File: src/common/csfr_pkg.sv
// Shared constants and types of the core special function register block
package csfr_pkg;
   // Register byte addresses in the special function space
   localparam logic [7:0] ADDR_SP = 8'h81;
   localparam logic [7:0] ADDR_PTR_LO = 8'h82;
   localparam logic [7:0] ADDR_PTR_HI = 8'h83;
   localparam logic [7:0] ADDR_PSEL = 8'ha2;
   localparam logic [7:0] ADDR_PMAP = 8'hc0;
   localparam logic [7:0] ADDR_PSW = 8'hd0;
   localparam logic [7:0] ADDR_ACC = 8'he0;
   localparam logic [7:0] ADDR_MULH = 8'hf0;

   // Reset values
   localparam logic [7:0] RST_SP = 8'h07;
   localparam logic [7:0] RST_BYTE = 8'h00;
   localparam logic RST_ROM_MAP = 1'b1;
   localparam logic RST_PSEL = 1'b0;

   // Field positions
   localparam int PSW_CARRY = 7;
   localparam int PSW_HALF = 6;
   localparam int PSW_WRAP = 2;
   localparam int PSW_P = 0;
   localparam int PSW_GRP_HI = 4;
   localparam int PSW_GRP_LO = 3;
   localparam int PMAP_BOOT = 4;
   localparam int PMAP_ROM = 1;
   localparam int PSEL_BIT = 0;

   // Bit-addressable registers have these low address bits clear
   localparam logic [2:0] BIT_ADDR_LOW = 3'h0;

   // Mode pins pattern for in-system programming
   localparam logic [2:0] MODE_PROG = 3'h4;

   // Upper program area served by boot ROM
   localparam logic [15:0] ROM_BASE = 16'hfc00;

   // Internal data area: groups 0x00-0x1f, stack up to 0x7f
   localparam int IRAM_AW = 7;
   localparam int IRAM_DEPTH = 128;
   localparam logic [7:0] SP_STEP = 8'h01;

   // Core operations handed to the block
   typedef enum logic [2:0] {
      OP_PUSH,
      OP_POP,
      OP_MUL,
      OP_DIV,
      OP_ADD,
      OP_ADDC,
      OP_SUBB
   } csfr_op_t;
endpackage

File: src/hw/csfr_alu.sv
// Arithmetic unit: add, subtract with borrow, multiply, divide
`timescale 1ns/1ps
module csfr_alu (
   // Operation and operands
   input wire csfr_pkg::csfr_op_t op,
   input wire logic [7:0] acc,
   input wire logic [7:0] mulh,
   input wire logic [7:0] operand,
   input wire logic [7:0] psw_in,
   // Results
   output logic [7:0] res_acc,
   output logic [7:0] res_mulh,
   output logic [7:0] psw_out
);
   logic [8:0] wide;
   logic [4:0] nib;
   logic [15:0] prod;
   logic cin;

   always_comb begin
      cin = 1'b0;
      wide = 9'h000;
      nib = 5'h00;
      prod = 16'h0000;
      res_acc = acc;
      res_mulh = mulh;
      psw_out = psw_in;
      if (op == csfr_pkg::OP_ADDC || op == csfr_pkg::OP_SUBB) begin
         cin = psw_in[csfr_pkg::PSW_CARRY];
      end
      unique case (op)
         csfr_pkg::OP_ADD, csfr_pkg::OP_ADDC: begin
            wide = {1'b0, acc} + {1'b0, operand} + {8'h00, cin};
            nib = {1'b0, acc[3:0]} + {1'b0, operand[3:0]} + {4'h0, cin};
            res_acc = wide[7:0];
            // Family flags: carry out, nibble carry, signed wrap
            psw_out[csfr_pkg::PSW_CARRY] = wide[8];
            psw_out[csfr_pkg::PSW_HALF] = nib[4];
            psw_out[csfr_pkg::PSW_WRAP] = (acc[7] == operand[7]) &&
                                        (wide[7] != acc[7]);
         end
         csfr_pkg::OP_SUBB: begin
            wide = {1'b0, acc} - {1'b0, operand} - {8'h00, cin};
            nib = {1'b0, acc[3:0]} - {1'b0, operand[3:0]} - {4'h0, cin};
            res_acc = wide[7:0];
            psw_out[csfr_pkg::PSW_CARRY] = wide[8];
            psw_out[csfr_pkg::PSW_HALF] = nib[4];
            psw_out[csfr_pkg::PSW_WRAP] = (acc[7] != operand[7]) &&
                                        (wide[7] != acc[7]);
         end
         csfr_pkg::OP_MUL: begin
            prod = {8'h00, acc} * {8'h00, mulh};
            res_acc = prod[7:0];
            res_mulh = prod[15:8];
            psw_out[csfr_pkg::PSW_CARRY] = 1'b0;
            psw_out[csfr_pkg::PSW_WRAP] = (prod[15:8] != 8'h00);
         end
         csfr_pkg::OP_DIV: begin
            psw_out[csfr_pkg::PSW_CARRY] = 1'b0;
            psw_out[csfr_pkg::PSW_WRAP] = (acc == 8'h00);
            // Zero divisor leaves both registers unchanged
            if (acc != 8'h00) begin
               res_mulh = mulh % acc;
               res_acc = mulh / acc;
            end
         end
         default: begin
            res_acc = acc;
         end
      endcase
   end
endmodule // csfr_alu

File: src/hw/csfr_iram.sv
// Internal data memory: working register groups and stack area
`timescale 1ns/1ps
module csfr_iram (
   // Clock
   input wire logic sys_clk,
   // Single access port, read data one cycle later
   input wire logic we,
   input wire logic [csfr_pkg::IRAM_AW-1:0] addr,
   input wire logic [7:0] wdata,
   output logic [7:0] rdata
);
   logic [7:0] mem [0:csfr_pkg::IRAM_DEPTH-1];

   // No reset: contents are undefined after power-up
   always_ff @(posedge sys_clk) begin
      if (we) begin
         mem[addr] <= wdata;
      end
      rdata <= mem[addr];
   end
endmodule // csfr_iram

File: src/hw/csfr_core.sv
// Core special function registers with stack, pointers and program map
//
// Overview of operation
// - Boot indication bit 4 reads 1 when mode pins carry 100.
// - Upper-ROM map bit 1 maps 0xfc00-0xffff to ROM; resets to 1.
// - Upper-ROM map bit only acts in programming mode.
// - Arithmetic main register: 8-bit, read/write, resets to zero.
// - Multiply puts high byte in partner, low byte in main.
// - Divide takes dividend from partner, leaves remainder there.
// - Divide takes divisor from main, leaves quotient there.
// - Status word: carry, half carry, user flags, group, wrap, odd-ones.
// - Odd-ones flag follows parity of the main register.
// - Push increments stack pointer then stores at new address.
// - Pop reads at current address then decrements pointer.
// - Stack pointer is 8-bit read/write, resets to 0x07.
// - Stack lives in internal data area 0x08 to 0x7f.
// - Data pointer: high and low byte, 16-bit or byte access.
// - Two data pointers; select bit picks which one is visible.
// - Four groups of eight registers at 0x00-0x1f, group zero at reset.
// - Unimplemented locations ignore writes and read zero.
// - Programming mode boots with upper 1KB on ROM; else memory.
// - Byte access everywhere, bit access at multiples of eight.
`timescale 1ns/1ps
module csfr_core (
   // Clock and reset
   input wire logic sys_clk,
   input wire logic sys_rst,
   // Special function register access
   input wire logic [7:0] sfr_addr,
   input wire logic sfr_wr,
   input wire logic sfr_rd,
   input wire logic sfr_bit_en,
   input wire logic [2:0] sfr_bit_sel,
   input wire logic [7:0] sfr_wdata,
   output logic [7:0] sfr_rdata,
   output logic sfr_rd_ack,
   // Core operations
   input wire logic op_valid,
   input wire csfr_pkg::csfr_op_t op_code,
   input wire logic [7:0] op_data,
   output logic op_done,
   output logic [7:0] pop_data,
   // Working register access in the selected group
   input wire logic wreg_wr,
   input wire logic wreg_rd,
   input wire logic [2:0] wreg_idx,
   input wire logic [7:0] wreg_wdata,
   output logic [7:0] wreg_rdata,
   output logic wreg_ack,
   // Full data pointer access
   input wire logic dptr_wr,
   input wire logic [15:0] dptr_wdata,
   output logic [15:0] dptr_value,
   // Program map
   input wire logic [2:0] mode_select_pins,
   input wire logic [15:0] prog_addr,
   output logic prog_rom_sel,
   output logic in_system_prog,
   // Visible core state
   output logic [7:0] acc_value,
   output logic [7:0] psw_value,
   output logic [7:0] sp_value,
   output logic [1:0] reg_group
);
   typedef struct packed {
      logic [7:0] acc;
      logic [7:0] mulh;
      logic [7:0] program_status_word;
      logic [7:0] sp;
      logic [7:0] dpl0;
      logic [7:0] dph0;
      logic [7:0] dpl1;
      logic [7:0] dph1;
      logic psel;
      logic rom_map;
      logic [2:0] mode_s1;
      logic [2:0] mode_s2;
      logic boot;
      logic rom_sel;
      logic [15:0] dptr_out;
      logic [7:0] rdata;
      logic rd_ack;
      logic pop_pend;
      logic op_done;
      logic [7:0] pop_data;
      logic wreg_pend;
      logic [7:0] wreg_rdata;
      logic wreg_ack;
   } csfr_state_t;

   csfr_state_t st;
   csfr_state_t next_st;
   logic ram_we;
   logic [csfr_pkg::IRAM_AW-1:0] ram_addr;
   logic [7:0] ram_wdata;
   logic [7:0] ram_rdata;
   logic [7:0] alu_acc;
   logic [7:0] alu_mulh;
   logic [7:0] alu_psw;
   logic bit_ok;
   logic [7:0] wbyte;

   // Byte view of a register as software reads it
   function automatic logic [7:0] sfr_view(input csfr_state_t s,
                                           input logic [7:0] a);
      logic [7:0] v;
      v = 8'h00;
      unique case (a)
         csfr_pkg::ADDR_SP: v = s.sp;
         csfr_pkg::ADDR_PTR_LO: v = s.psel ? s.dpl1 : s.dpl0;
         csfr_pkg::ADDR_PTR_HI: v = s.psel ? s.dph1 : s.dph0;
         csfr_pkg::ADDR_PSEL: v[csfr_pkg::PSEL_BIT] = s.psel;
         csfr_pkg::ADDR_PMAP: begin
            v[csfr_pkg::PMAP_BOOT] = s.boot;
            v[csfr_pkg::PMAP_ROM] = s.rom_map;
         end
         csfr_pkg::ADDR_PSW: v = s.program_status_word;
         csfr_pkg::ADDR_ACC: v = s.acc;
         csfr_pkg::ADDR_MULH: v = s.mulh;
         default: v = 8'h00;
      endcase
      return v;
   endfunction

   // New byte after a byte write or a single-bit write
   function automatic logic [7:0] merge(input logic [7:0] old,
                                        input logic [7:0] wd,
                                        input logic be,
                                        input logic [2:0] sel);
      logic [7:0] v;
      v = wd;
      if (be) begin
         v = old;
         v[sel] = wd[0];
      end
      return v;
   endfunction

   csfr_alu u_alu (
      .op(op_code),
      .acc(st.acc),
      .mulh(st.mulh),
      .operand(op_data),
      .psw_in(st.program_status_word),
      .res_acc(alu_acc),
      .res_mulh(alu_mulh),
      .psw_out(alu_psw)
   );

   csfr_iram u_iram (
      .sys_clk(sys_clk),
      .we(ram_we),
      .addr(ram_addr),
      .wdata(ram_wdata),
      .rdata(ram_rdata)
   );

   // Bit access only at multiples of eight
   assign bit_ok = !sfr_bit_en || (sfr_addr[2:0] == csfr_pkg::BIT_ADDR_LOW);
   assign wbyte = merge(sfr_view(st, sfr_addr), sfr_wdata, sfr_bit_en,
                        sfr_bit_sel);

   always_comb begin
      next_st = st;
      next_st.op_done = 1'b0;
      next_st.wreg_ack = 1'b0;
      next_st.rd_ack = 1'b0;
      // Mode pins come from outside: two flip-flops first
      next_st.mode_s1 = mode_select_pins;
      next_st.mode_s2 = st.mode_s1;
      next_st.boot = (st.mode_s2 == csfr_pkg::MODE_PROG);
      ram_we = 1'b0;
      ram_addr = {2'b00,
                  st.program_status_word[csfr_pkg::PSW_GRP_HI:csfr_pkg::PSW_GRP_LO],
                  wreg_idx};
      ram_wdata = wreg_wdata;

      if (st.wreg_pend) begin
         next_st.wreg_rdata = ram_rdata;
         next_st.wreg_ack = 1'b1;
         next_st.wreg_pend = 1'b0;
      end

      if (st.pop_pend) begin
         next_st.pop_data = ram_rdata;
         next_st.sp = st.sp - csfr_pkg::SP_STEP;
         next_st.pop_pend = 1'b0;
         next_st.op_done = 1'b1;
      end else if (op_valid) begin
         unique case (op_code)
            csfr_pkg::OP_PUSH: begin
               // Increment, then store at new top
               next_st.sp = st.sp + csfr_pkg::SP_STEP;
               ram_addr = next_st.sp[csfr_pkg::IRAM_AW-1:0];
               ram_wdata = op_data;
               ram_we = 1'b1;
               next_st.op_done = 1'b1;
            end
            csfr_pkg::OP_POP: begin
               ram_addr = st.sp[csfr_pkg::IRAM_AW-1:0];
               next_st.pop_pend = 1'b1;
            end
            default: begin
               next_st.acc = alu_acc;
               next_st.mulh = alu_mulh;
               next_st.program_status_word = alu_psw;
               next_st.op_done = 1'b1;
            end
         endcase
      end else if (!st.wreg_pend && (wreg_wr || wreg_rd)) begin
         // Any operation or pending pop has the port first; a group request then is dropped
         ram_we = wreg_wr;
         next_st.wreg_pend = wreg_rd && !wreg_wr;
         next_st.wreg_ack = wreg_wr;
      end

      // Whole pointer write goes to the selected pointer
      if (dptr_wr) begin
         if (st.psel) begin
            {next_st.dph1, next_st.dpl1} = dptr_wdata;
         end else begin
            {next_st.dph0, next_st.dpl0} = dptr_wdata;
         end
      end

      // Unlisted addresses fall through with no effect
      if (sfr_wr && bit_ok) begin
         unique case (sfr_addr)
            csfr_pkg::ADDR_SP: next_st.sp = wbyte;
            // Only the selected pointer is touched
            csfr_pkg::ADDR_PTR_LO: begin
               if (st.psel) begin
                  next_st.dpl1 = wbyte;
               end else begin
                  next_st.dpl0 = wbyte;
               end
            end
            csfr_pkg::ADDR_PTR_HI: begin
               if (st.psel) begin
                  next_st.dph1 = wbyte;
               end else begin
                  next_st.dph0 = wbyte;
               end
            end
            csfr_pkg::ADDR_PSEL: next_st.psel = wbyte[csfr_pkg::PSEL_BIT];
            csfr_pkg::ADDR_PMAP: next_st.rom_map = wbyte[csfr_pkg::PMAP_ROM];
            csfr_pkg::ADDR_PSW: next_st.program_status_word = wbyte;
            csfr_pkg::ADDR_ACC: next_st.acc = wbyte;
            csfr_pkg::ADDR_MULH: next_st.mulh = wbyte;
            default: next_st.acc = next_st.acc;
         endcase
      end

      // Odd-ones flag always tracks the main register
      next_st.program_status_word[csfr_pkg::PSW_P] = ^next_st.acc;

      next_st.dptr_out = next_st.psel ? {next_st.dph1, next_st.dpl1}
                                      : {next_st.dph0, next_st.dpl0};

      // Map bit honoured only in programming mode
      // Upper area goes to ROM when mapped
      next_st.rom_sel = next_st.boot && next_st.rom_map &&
                        (prog_addr >= csfr_pkg::ROM_BASE);

      if (sfr_rd) begin
         next_st.rd_ack = 1'b1;
         next_st.rdata = 8'h00;
         if (bit_ok) begin
            next_st.rdata = sfr_view(st, sfr_addr);
            if (sfr_bit_en) begin
               next_st.rdata = {7'h00, next_st.rdata[sfr_bit_sel]};
            end
         end
      end
   end

   always_ff @(posedge sys_clk) begin
      if (sys_rst) begin
         st <= '0;
         st.sp <= csfr_pkg::RST_SP;
         st.acc <= csfr_pkg::RST_BYTE;
         st.mulh <= csfr_pkg::RST_BYTE;
         st.program_status_word <= csfr_pkg::RST_BYTE;
         st.psel <= csfr_pkg::RST_PSEL;
         // Boots with upper area on ROM when in programming mode
         st.rom_map <= csfr_pkg::RST_ROM_MAP;
      end else begin
         st <= next_st;
      end
   end

   assign sfr_rdata = st.rdata;
   assign sfr_rd_ack = st.rd_ack;
   assign op_done = st.op_done;
   assign pop_data = st.pop_data;
   assign wreg_rdata = st.wreg_rdata;
   assign wreg_ack = st.wreg_ack;
   assign dptr_value = st.dptr_out;
   assign prog_rom_sel = st.rom_sel;
   assign in_system_prog = st.boot;
   assign acc_value = st.acc;
   assign psw_value = st.program_status_word;
   assign sp_value = st.sp;
   assign reg_group = st.program_status_word[csfr_pkg::PSW_GRP_HI:csfr_pkg::PSW_GRP_LO];
endmodule // csfr_core

File: config.mk
export PLATFORM = sky130hd
export DESIGN_NAME = csfr_core
export DESIGN_NICKNAME = d
export VERILOG_FILES = /design/src/common/csfr_pkg.sv /design/src/hw/csfr_alu.sv /design/src/hw/csfr_iram.sv /design/src/hw/csfr_core.sv
export SDC_FILE = /design/constraint.sdc
export NUM_CORES = 2
export LEC_CHECK = 0
export ABC_AREA = 1
export BUFFER_PORTS_ARGS = -buffer_cell sky130_fd_sc_hd__buf_2
export CAP_MARGIN = 20
export CORE_ASPECT_RATIO = 1.1
export CORE_MARGIN = 5
export CORE_UTILIZATION = 59
export CTS_CLUSTER_DIAMETER = 30
export DETAILED_ROUTE_END_ITERATION = 6
export PLACE_DENSITY = 0.86
export SLEW_MARGIN = 0
export SYNTH_ARGS = -nofsm -noshare
export SYNTH_HDL_FRONTEND = slang
export SYNTH_HIERARCHICAL = 1
export SYNTH_SLANG_ARGS = --single-unit
File: constraint.sdc
create_clock -name sys_clk -period 11.3 [get_ports sys_clk]
set_input_delay 0 -clock sys_clk [delete_from_list [all_inputs] [get_ports sys_clk]]
set_output_delay 0 -clock sys_clk [all_outputs]
set_load 0.1 [all_outputs]
==> Word-level counts from Yosys, hierarchy flattened <==
Memory sizes are Yosys's and may differ from the RTL's. A register that Yosys moved wholly into a read port is not among the register bits.
Cells that the tools add are included.
{ "classes": {"add_sub_neg": 10, "mul": 1, "div": 2, "magnitude_cmp": 3, "eq_ne": 19, "mux": 81, "n_bitwise": 1, "n_reduce_logical": 24} }
{ "ops": {"columns": ["op", "count"], "rows": [
  ["$mux W8", 24],
  ["$mux W66", 1],
  ["$eq A8 B8 Y1 const B", 8],
  ["$mux W32", 2],
  ["$mux W16", 3],
  ["$mux W24", 2],
  ["$pmux W8 S4", 1],
  ["$mux W1", 29],
  ["$pmux W1 S7", 3],
  ["$pmux W3 S6", 1],
  ["$ge A16 B16 Y1 const B", 1],
  ["$mul A8 B8 Y16", 1],
  ["$pmux W8 S2", 1],
  ["$reduce_bool A8 Y1", 2],
  ["$mux W7", 2],
  ["$pmux W7 S2", 1],
  ["$eq A3 B3 Y1 const B", 4],
  ["$pmux W2 S6", 1],
  ["$add A8 B8 Y9", 1],
  ["$add A9 B1 Y9", 1],
  ["$sub A8 B8 Y9", 1],
  ["$sub A9 B1 Y9", 1],
  ["$add A8 B1 Y8 const B", 1],
  ["$bwmux W8", 1],
  ["29 further kinds", 48]
]} }
{ "word_totals": {"regBits": 119, "ram_bits": 1024, "inputBits": 85, "output_inout_bits": 71, "mem_count": 1} }
{ "memory_table": {"columns": ["name", "words", "width", "rd", "rd_ports_with_merged_regs", "wr", "line", "source"], "rows": [
  ["u_iram.mem", 128, 8, 1, 1, 1, "csfr_iram.sv:12", "logic [7:0] mem [0:csfr_pkg::IRAM_DEPTH-1];"]
]} }

==> Logic depth before layout (Yosys ltp) <==
{ "depth": {"depth_word": 14, "depth_mapped": 72, "mapped_depth_nobuf": 72} }

==> Cells and area by module <==
The synthesis kept the hierarchy.
{ "by_module_without_submodules": {"columns": ["mod", "instances", "cells_per_inst", "area_per_inst_um2", "seq_area_each_um2"], "rows": [
  ["csfr_iram", 1, 4402, 43975.9, 30909.6],
  ["csfr_core", 1, 1133, 7334.5, 2382.3],
  ["csfr_alu", 1, 867, 5596.6, 0.0]
]} }

==> Worst setup path before layout <==
Ideal clock, no wire load.
{ "synth_path": {"path_kind": "flip-flop to flip-flop", "startpoint": "reg, netlist name acc_value[0]", "endpoint": "reg st (netlist bit psw_value[0])", "arrival_time_ns": 9.860, "path_slack_ns": 1.327, "stages_incl_launch_ff": 68, "path_buffers": 0, "cell_sequence": "dfxtp_1 -> inv_1 -> ha_1 -> o21ai_0 -> inv_1 -> nand3_1 -> nand2_1 -> ha_1 -> o21ai_0 -> nand2_1 -> nand2_2 -> nand2_1 -> o21ai_2 -> ha_1 -> inv_1 -> o21bai_1 -> nand2_1 -> nand2_1 -> [32 not listed] -> inv_1 -> ha_1 -> a21oi_1 -> o21ai_0 -> nand2_1 -> o2111ai_1 -> nand2_1 -> o2111ai_1 -> mux2_2 -> or2_2 -> nand2_1 -> nand3_1 -> nand2_1 -> nand3_1 -> nand2_1 -> nand2_1 -> nand2_1 -> nor2_1"} }
{ "synth_between": {"elab_chain_len": 9} }
{ "synth_rtl": {"columns": ["element", "line", "source"], "rows": [
  ["$div A8 B8 Y8 (tied with other cells)", "csfr_alu.sv:64", "res_acc = mulh / acc;"],
  ["$mux W8 (tied with other cells)", "csfr_alu.sv:62", "if (acc != 8'h00) begin"],
  ["$pmux W8 S4 (*)", "csfr_alu.sv:31", "unique case (op)"],
  ["net alu_acc[0]", "csfr_core.sv:97", "logic [7:0] alu_acc;"],
  ["$mux W24 (*)", "csfr_core.sv:190", "unique case (op_code)"],
  ["$mux W32 (*)", "csfr_core.sv:189", "end else if (op_valid) begin"],
  ["$mux W24 (*)", "csfr_core.sv:184", "if (st.pop_pend) begin"],
  ["$mux W8", "csfr_core.sv:228", "unique case (sfr_addr)"],
  ["$mux W66 (*)", "csfr_core.sv:227", "if (sfr_wr && bit_ok) begin"],
  ["$reduce_xor A8 Y1 (*)", "csfr_core.sv:255", "next_st.program_status_word[csfr_pkg::PSW_P] = ^next_st.acc;"],
  ["to (signal assigned)", "csfr_core.sv:288", "st <= next_st;"],
  ["to (decl)", "csfr_core.sv:91", "csfr_state_t st;"]
]} }
Mark *: on every way through the listed nets, which the timed path passes. The rest lies on a longest branch.
A chain may end at the register's enable or synchronous reset.

==> Worst setup path in the final report <==
{ "layout_path": {"startpoint": "reg, netlist name acc_value[0]", "endpoint": "reg st (netlist bit psw_value[0])"} }
{ "layout_between": {"elab_chain_len": 9} }
{ "layout_rtl": {"columns": ["element", "line"], "rows": [
  ["$div A8 B8 Y8 (tied with other cells)", "csfr_alu.sv:64"],
  ["$mux W8 (tied with other cells)", "csfr_alu.sv:62"],
  ["$pmux W8 S4 (*)", "csfr_alu.sv:31"],
  ["net alu_acc[0]", "csfr_core.sv:97"],
  ["$mux W24 (*)", "csfr_core.sv:190"],
  ["$mux W32 (*)", "csfr_core.sv:189"],
  ["$mux W24 (*)", "csfr_core.sv:184"],
  ["$mux W8", "csfr_core.sv:228"],
  ["$mux W66 (*)", "csfr_core.sv:227"],
  ["$reduce_xor A8 Y1 (*)", "csfr_core.sv:255"]
]} }
Marks and branches as above.

==> run_results.csv <==
group,metric,value,unit
run_status,status,"finished, violations left",
run_status,failed_checks,"DRC",
die,dieArea,103000,µm²
die,start_util,0.594,
clock_network,clkLatencyLatePin,750,ps
final_layout,nFillCells,6512,
grt,grt_max_degree,245,
critical_path,max_stage_delay,360,ps
clock_network,cts_setup_buffers,0,
timing,setup_viol,0,
synth,yosysWarnings,6,
timing,clock.fmax,0.0954,GHz
critical_path,r2r_slack,820,ps
route,vias_per_cell,5.81,
die,coreArea,95700,µm²
timing,skew,36.7,ps
grt,grt_pass1_wl,246000,µm
die,ioPinCount,156,
route,drt-wirelength-per-cell,20.4,µm
route,drt_wl_total,161000,µm
min_path,min_from,"sfr_addr[5]",
placement,dp_hpwl,94100,µm
die,die_w,306,µm
critical_path,reg2reg_to,"psw_value[0]",
clock_network,htreeDepth,4,
placement,io_buffers,145,
synth,netlist_instances,6401,
min_path,holdPathStages,7,
clock_network,cts_root_buf,"clkbuf_16",
min_path,hold_end,"acc_value[1]",
placement,place.gp.congestion,1.02,
route,drc,22,
clock_network,path_clk_slew,50,ps
route,drtIter0Drc,6470,
clock_network,cts_sinks,1151,
clock_network,cts_buffer_depth,3,
grt,overflow,0,
critical_path,crit_type,"flop to flop",
timing,fin_crit_sh,0.928,
timing,final_hold_viol_count,0,
critical_path,crit_path_top_delay_cell,"dfxtp_1",
synth,synth_area,56900,µm²
final_layout,area_delta_synth_final,12.5,%
timing,tns,0,ps
critical_path,worstPathRequired,11970,ps
critical_path,worst_ep_arrival_time,11150,ps
critical_path,crit_path_end_kind,"flop",
min_path,hold_class,"primary input to flop",
die,die_h,336,µm
route,vias,45856,
die,row_count,119,
critical_path,path_max_fanout,10,
timing,drv_slew,0,
timing,holdWs,55.6,ps
clock_network,cts_buffers,159,
critical_path,ff2ff_path_depth,68,
clock_network,cts_tree,"done",
timing,rsz0062_at_grt,"false",
route,dr.pass1.iters,7,
final_layout,drive_gt1_frac,0.0911,
timing,fin_crit,10480,ps
timing,slew_headroom,0.251,
timing,worst_pin_slew,1120,ps
job,maxCapViolations,0,
synth,avgSynthCellArea,8.89,µm²
grt,antenna_found_initial,3,
route,ant_nets,0,
synth,synth.net_count,6627,
grt,track_usage,0.304,
critical_path,start_kind,"flop",
final_layout,nNetsFinal,6713,
critical_path,crit_top_cell,"nand2_1",
critical_path,r2r_start,"acc_value[0]",
grt,grt_pass1_vias,45306,
==> per-layer routing <==
| metal | vias up | GRT usage | wire (µm) |
|---|---|---|---|
| met4 | 2 | 0.179 | 10800 |
| met2 | 3152 | 0.512 | 76800 |
| li1 | 20717 | - | - |
| met1 | 21247 | 0.360 | 55000 |
| met5 | - | 0 | 11 |
| met3 | 738 | 0.0687 | 18300 |
==> through the flow <==
| step | cells | worst slack (ps) | instance area (µm²) | utilization |
|---|---|---|---|---|
| global placement | 7518 | 730 | 57800 | 0.604 |
| global route | 7887 | 20.0 | 64000 | 0.668 |
| CTS | 7885 | 496 | 63900 | 0.668 |
| floorplan | 6401 | 1330 | 56900 | - |
| detailed placement | 7518 | 552 | 57800 | 0.604 |
| finish | 7890 | 819 | 64000 | 0.668 |
==> cell type report <==
class	count	area, µm²	area share
Tap cell	1270	1590	0.0248
Inverter	407	1560	0.0243
Sequential cell	1151	33300	0.520
Antenna cell	3	7.51	0.000117
Clock buffer	180	4160	0.0651
Multi-Input combinational cell	4489	20200	0.315
Timing Repair Buffer	279	1980	0.0310
Clock inverter	111	1210	0.0190
==> how the worst max path moves through the flow <==
stage | from | endpoint | cells past startpoint
2_1_floorplan | acc_value[0] | psw_value[0] | 67
5_1_grt | acc_value[0] | psw_value[0] | 69
3_5_place_dp | acc_value[0] | psw_value[0] | 67
6_report | acc_value[0] | psw_value[0] | 68
4_1_cts | acc_value[0] | psw_value[0] | 68
3_3_place_gp | acc_value[0] | psw_value[0] | 67
==> cell usage in the layout (no fill, tap or decap), types with 9 or more instances in the layout <==
cell           instances
a21oi_1              124
buf_2                145
buf_4                 54
bufinv_16             16
clkbuf_1              15
clkbuf_16            164
clkinv_1              12
clkinv_2              19
clkinv_4              19
clkinvlp_4            18
dfxtp_1              127
dlygate4sd3_1         76
edfxtp_1            1024
fa_1                  41
ha_1                 100
inv_1                383
inv_2                 15
inv_6                 24
nand2_1             3205
nand2_2               18
nand2_4               11
nand3_1              148
nand4_1               11
nor2_1               415
nor2_2                10
nor2_4                10
nor3_1                27
o211ai_1              34
o21a_1                 9
o21ai_0              144
o21ai_1               18
o22ai_1               16
or2_2                 24
xnor2_1               10
xor2_1                28
==> worst max-delay path: cells and delay by family, from the launching register on <==
family / cells / cell delay (ps)
AOI/OAI and AO/OA: 15 / 2260
xor gates and xnor gates: 1 / 160
adders and majority gates: 8 / 2470
buffers and inverters: 9 / 710
DFF: 1 / 360
muxes: 1 / 300
and+or+nand+nor: 34 / 4150
==> what timing repair did <==
action                                  in CTS  in global routing
hold buffers                                76                  0
hold endpoints to repair                   115                  0
endpoints found under the setup margin       0                 10
resized for setup                            0                  5
==> state kept, by name, summed over array words and instances, names as in the netlist, 3 cells and up <==
name          cells
u_iram/mem     1024
st               47
dptr_value       16
acc_value         8
pop_data          8
psw_value         8
sfr_rdata         8
sp_value          8
u_iram/rdata      8
wreg_rdata        8
next_st           3
Power is not shown: default switching activity piles up to over one toggle a cycle in this logic, so the estimate is an artifact.
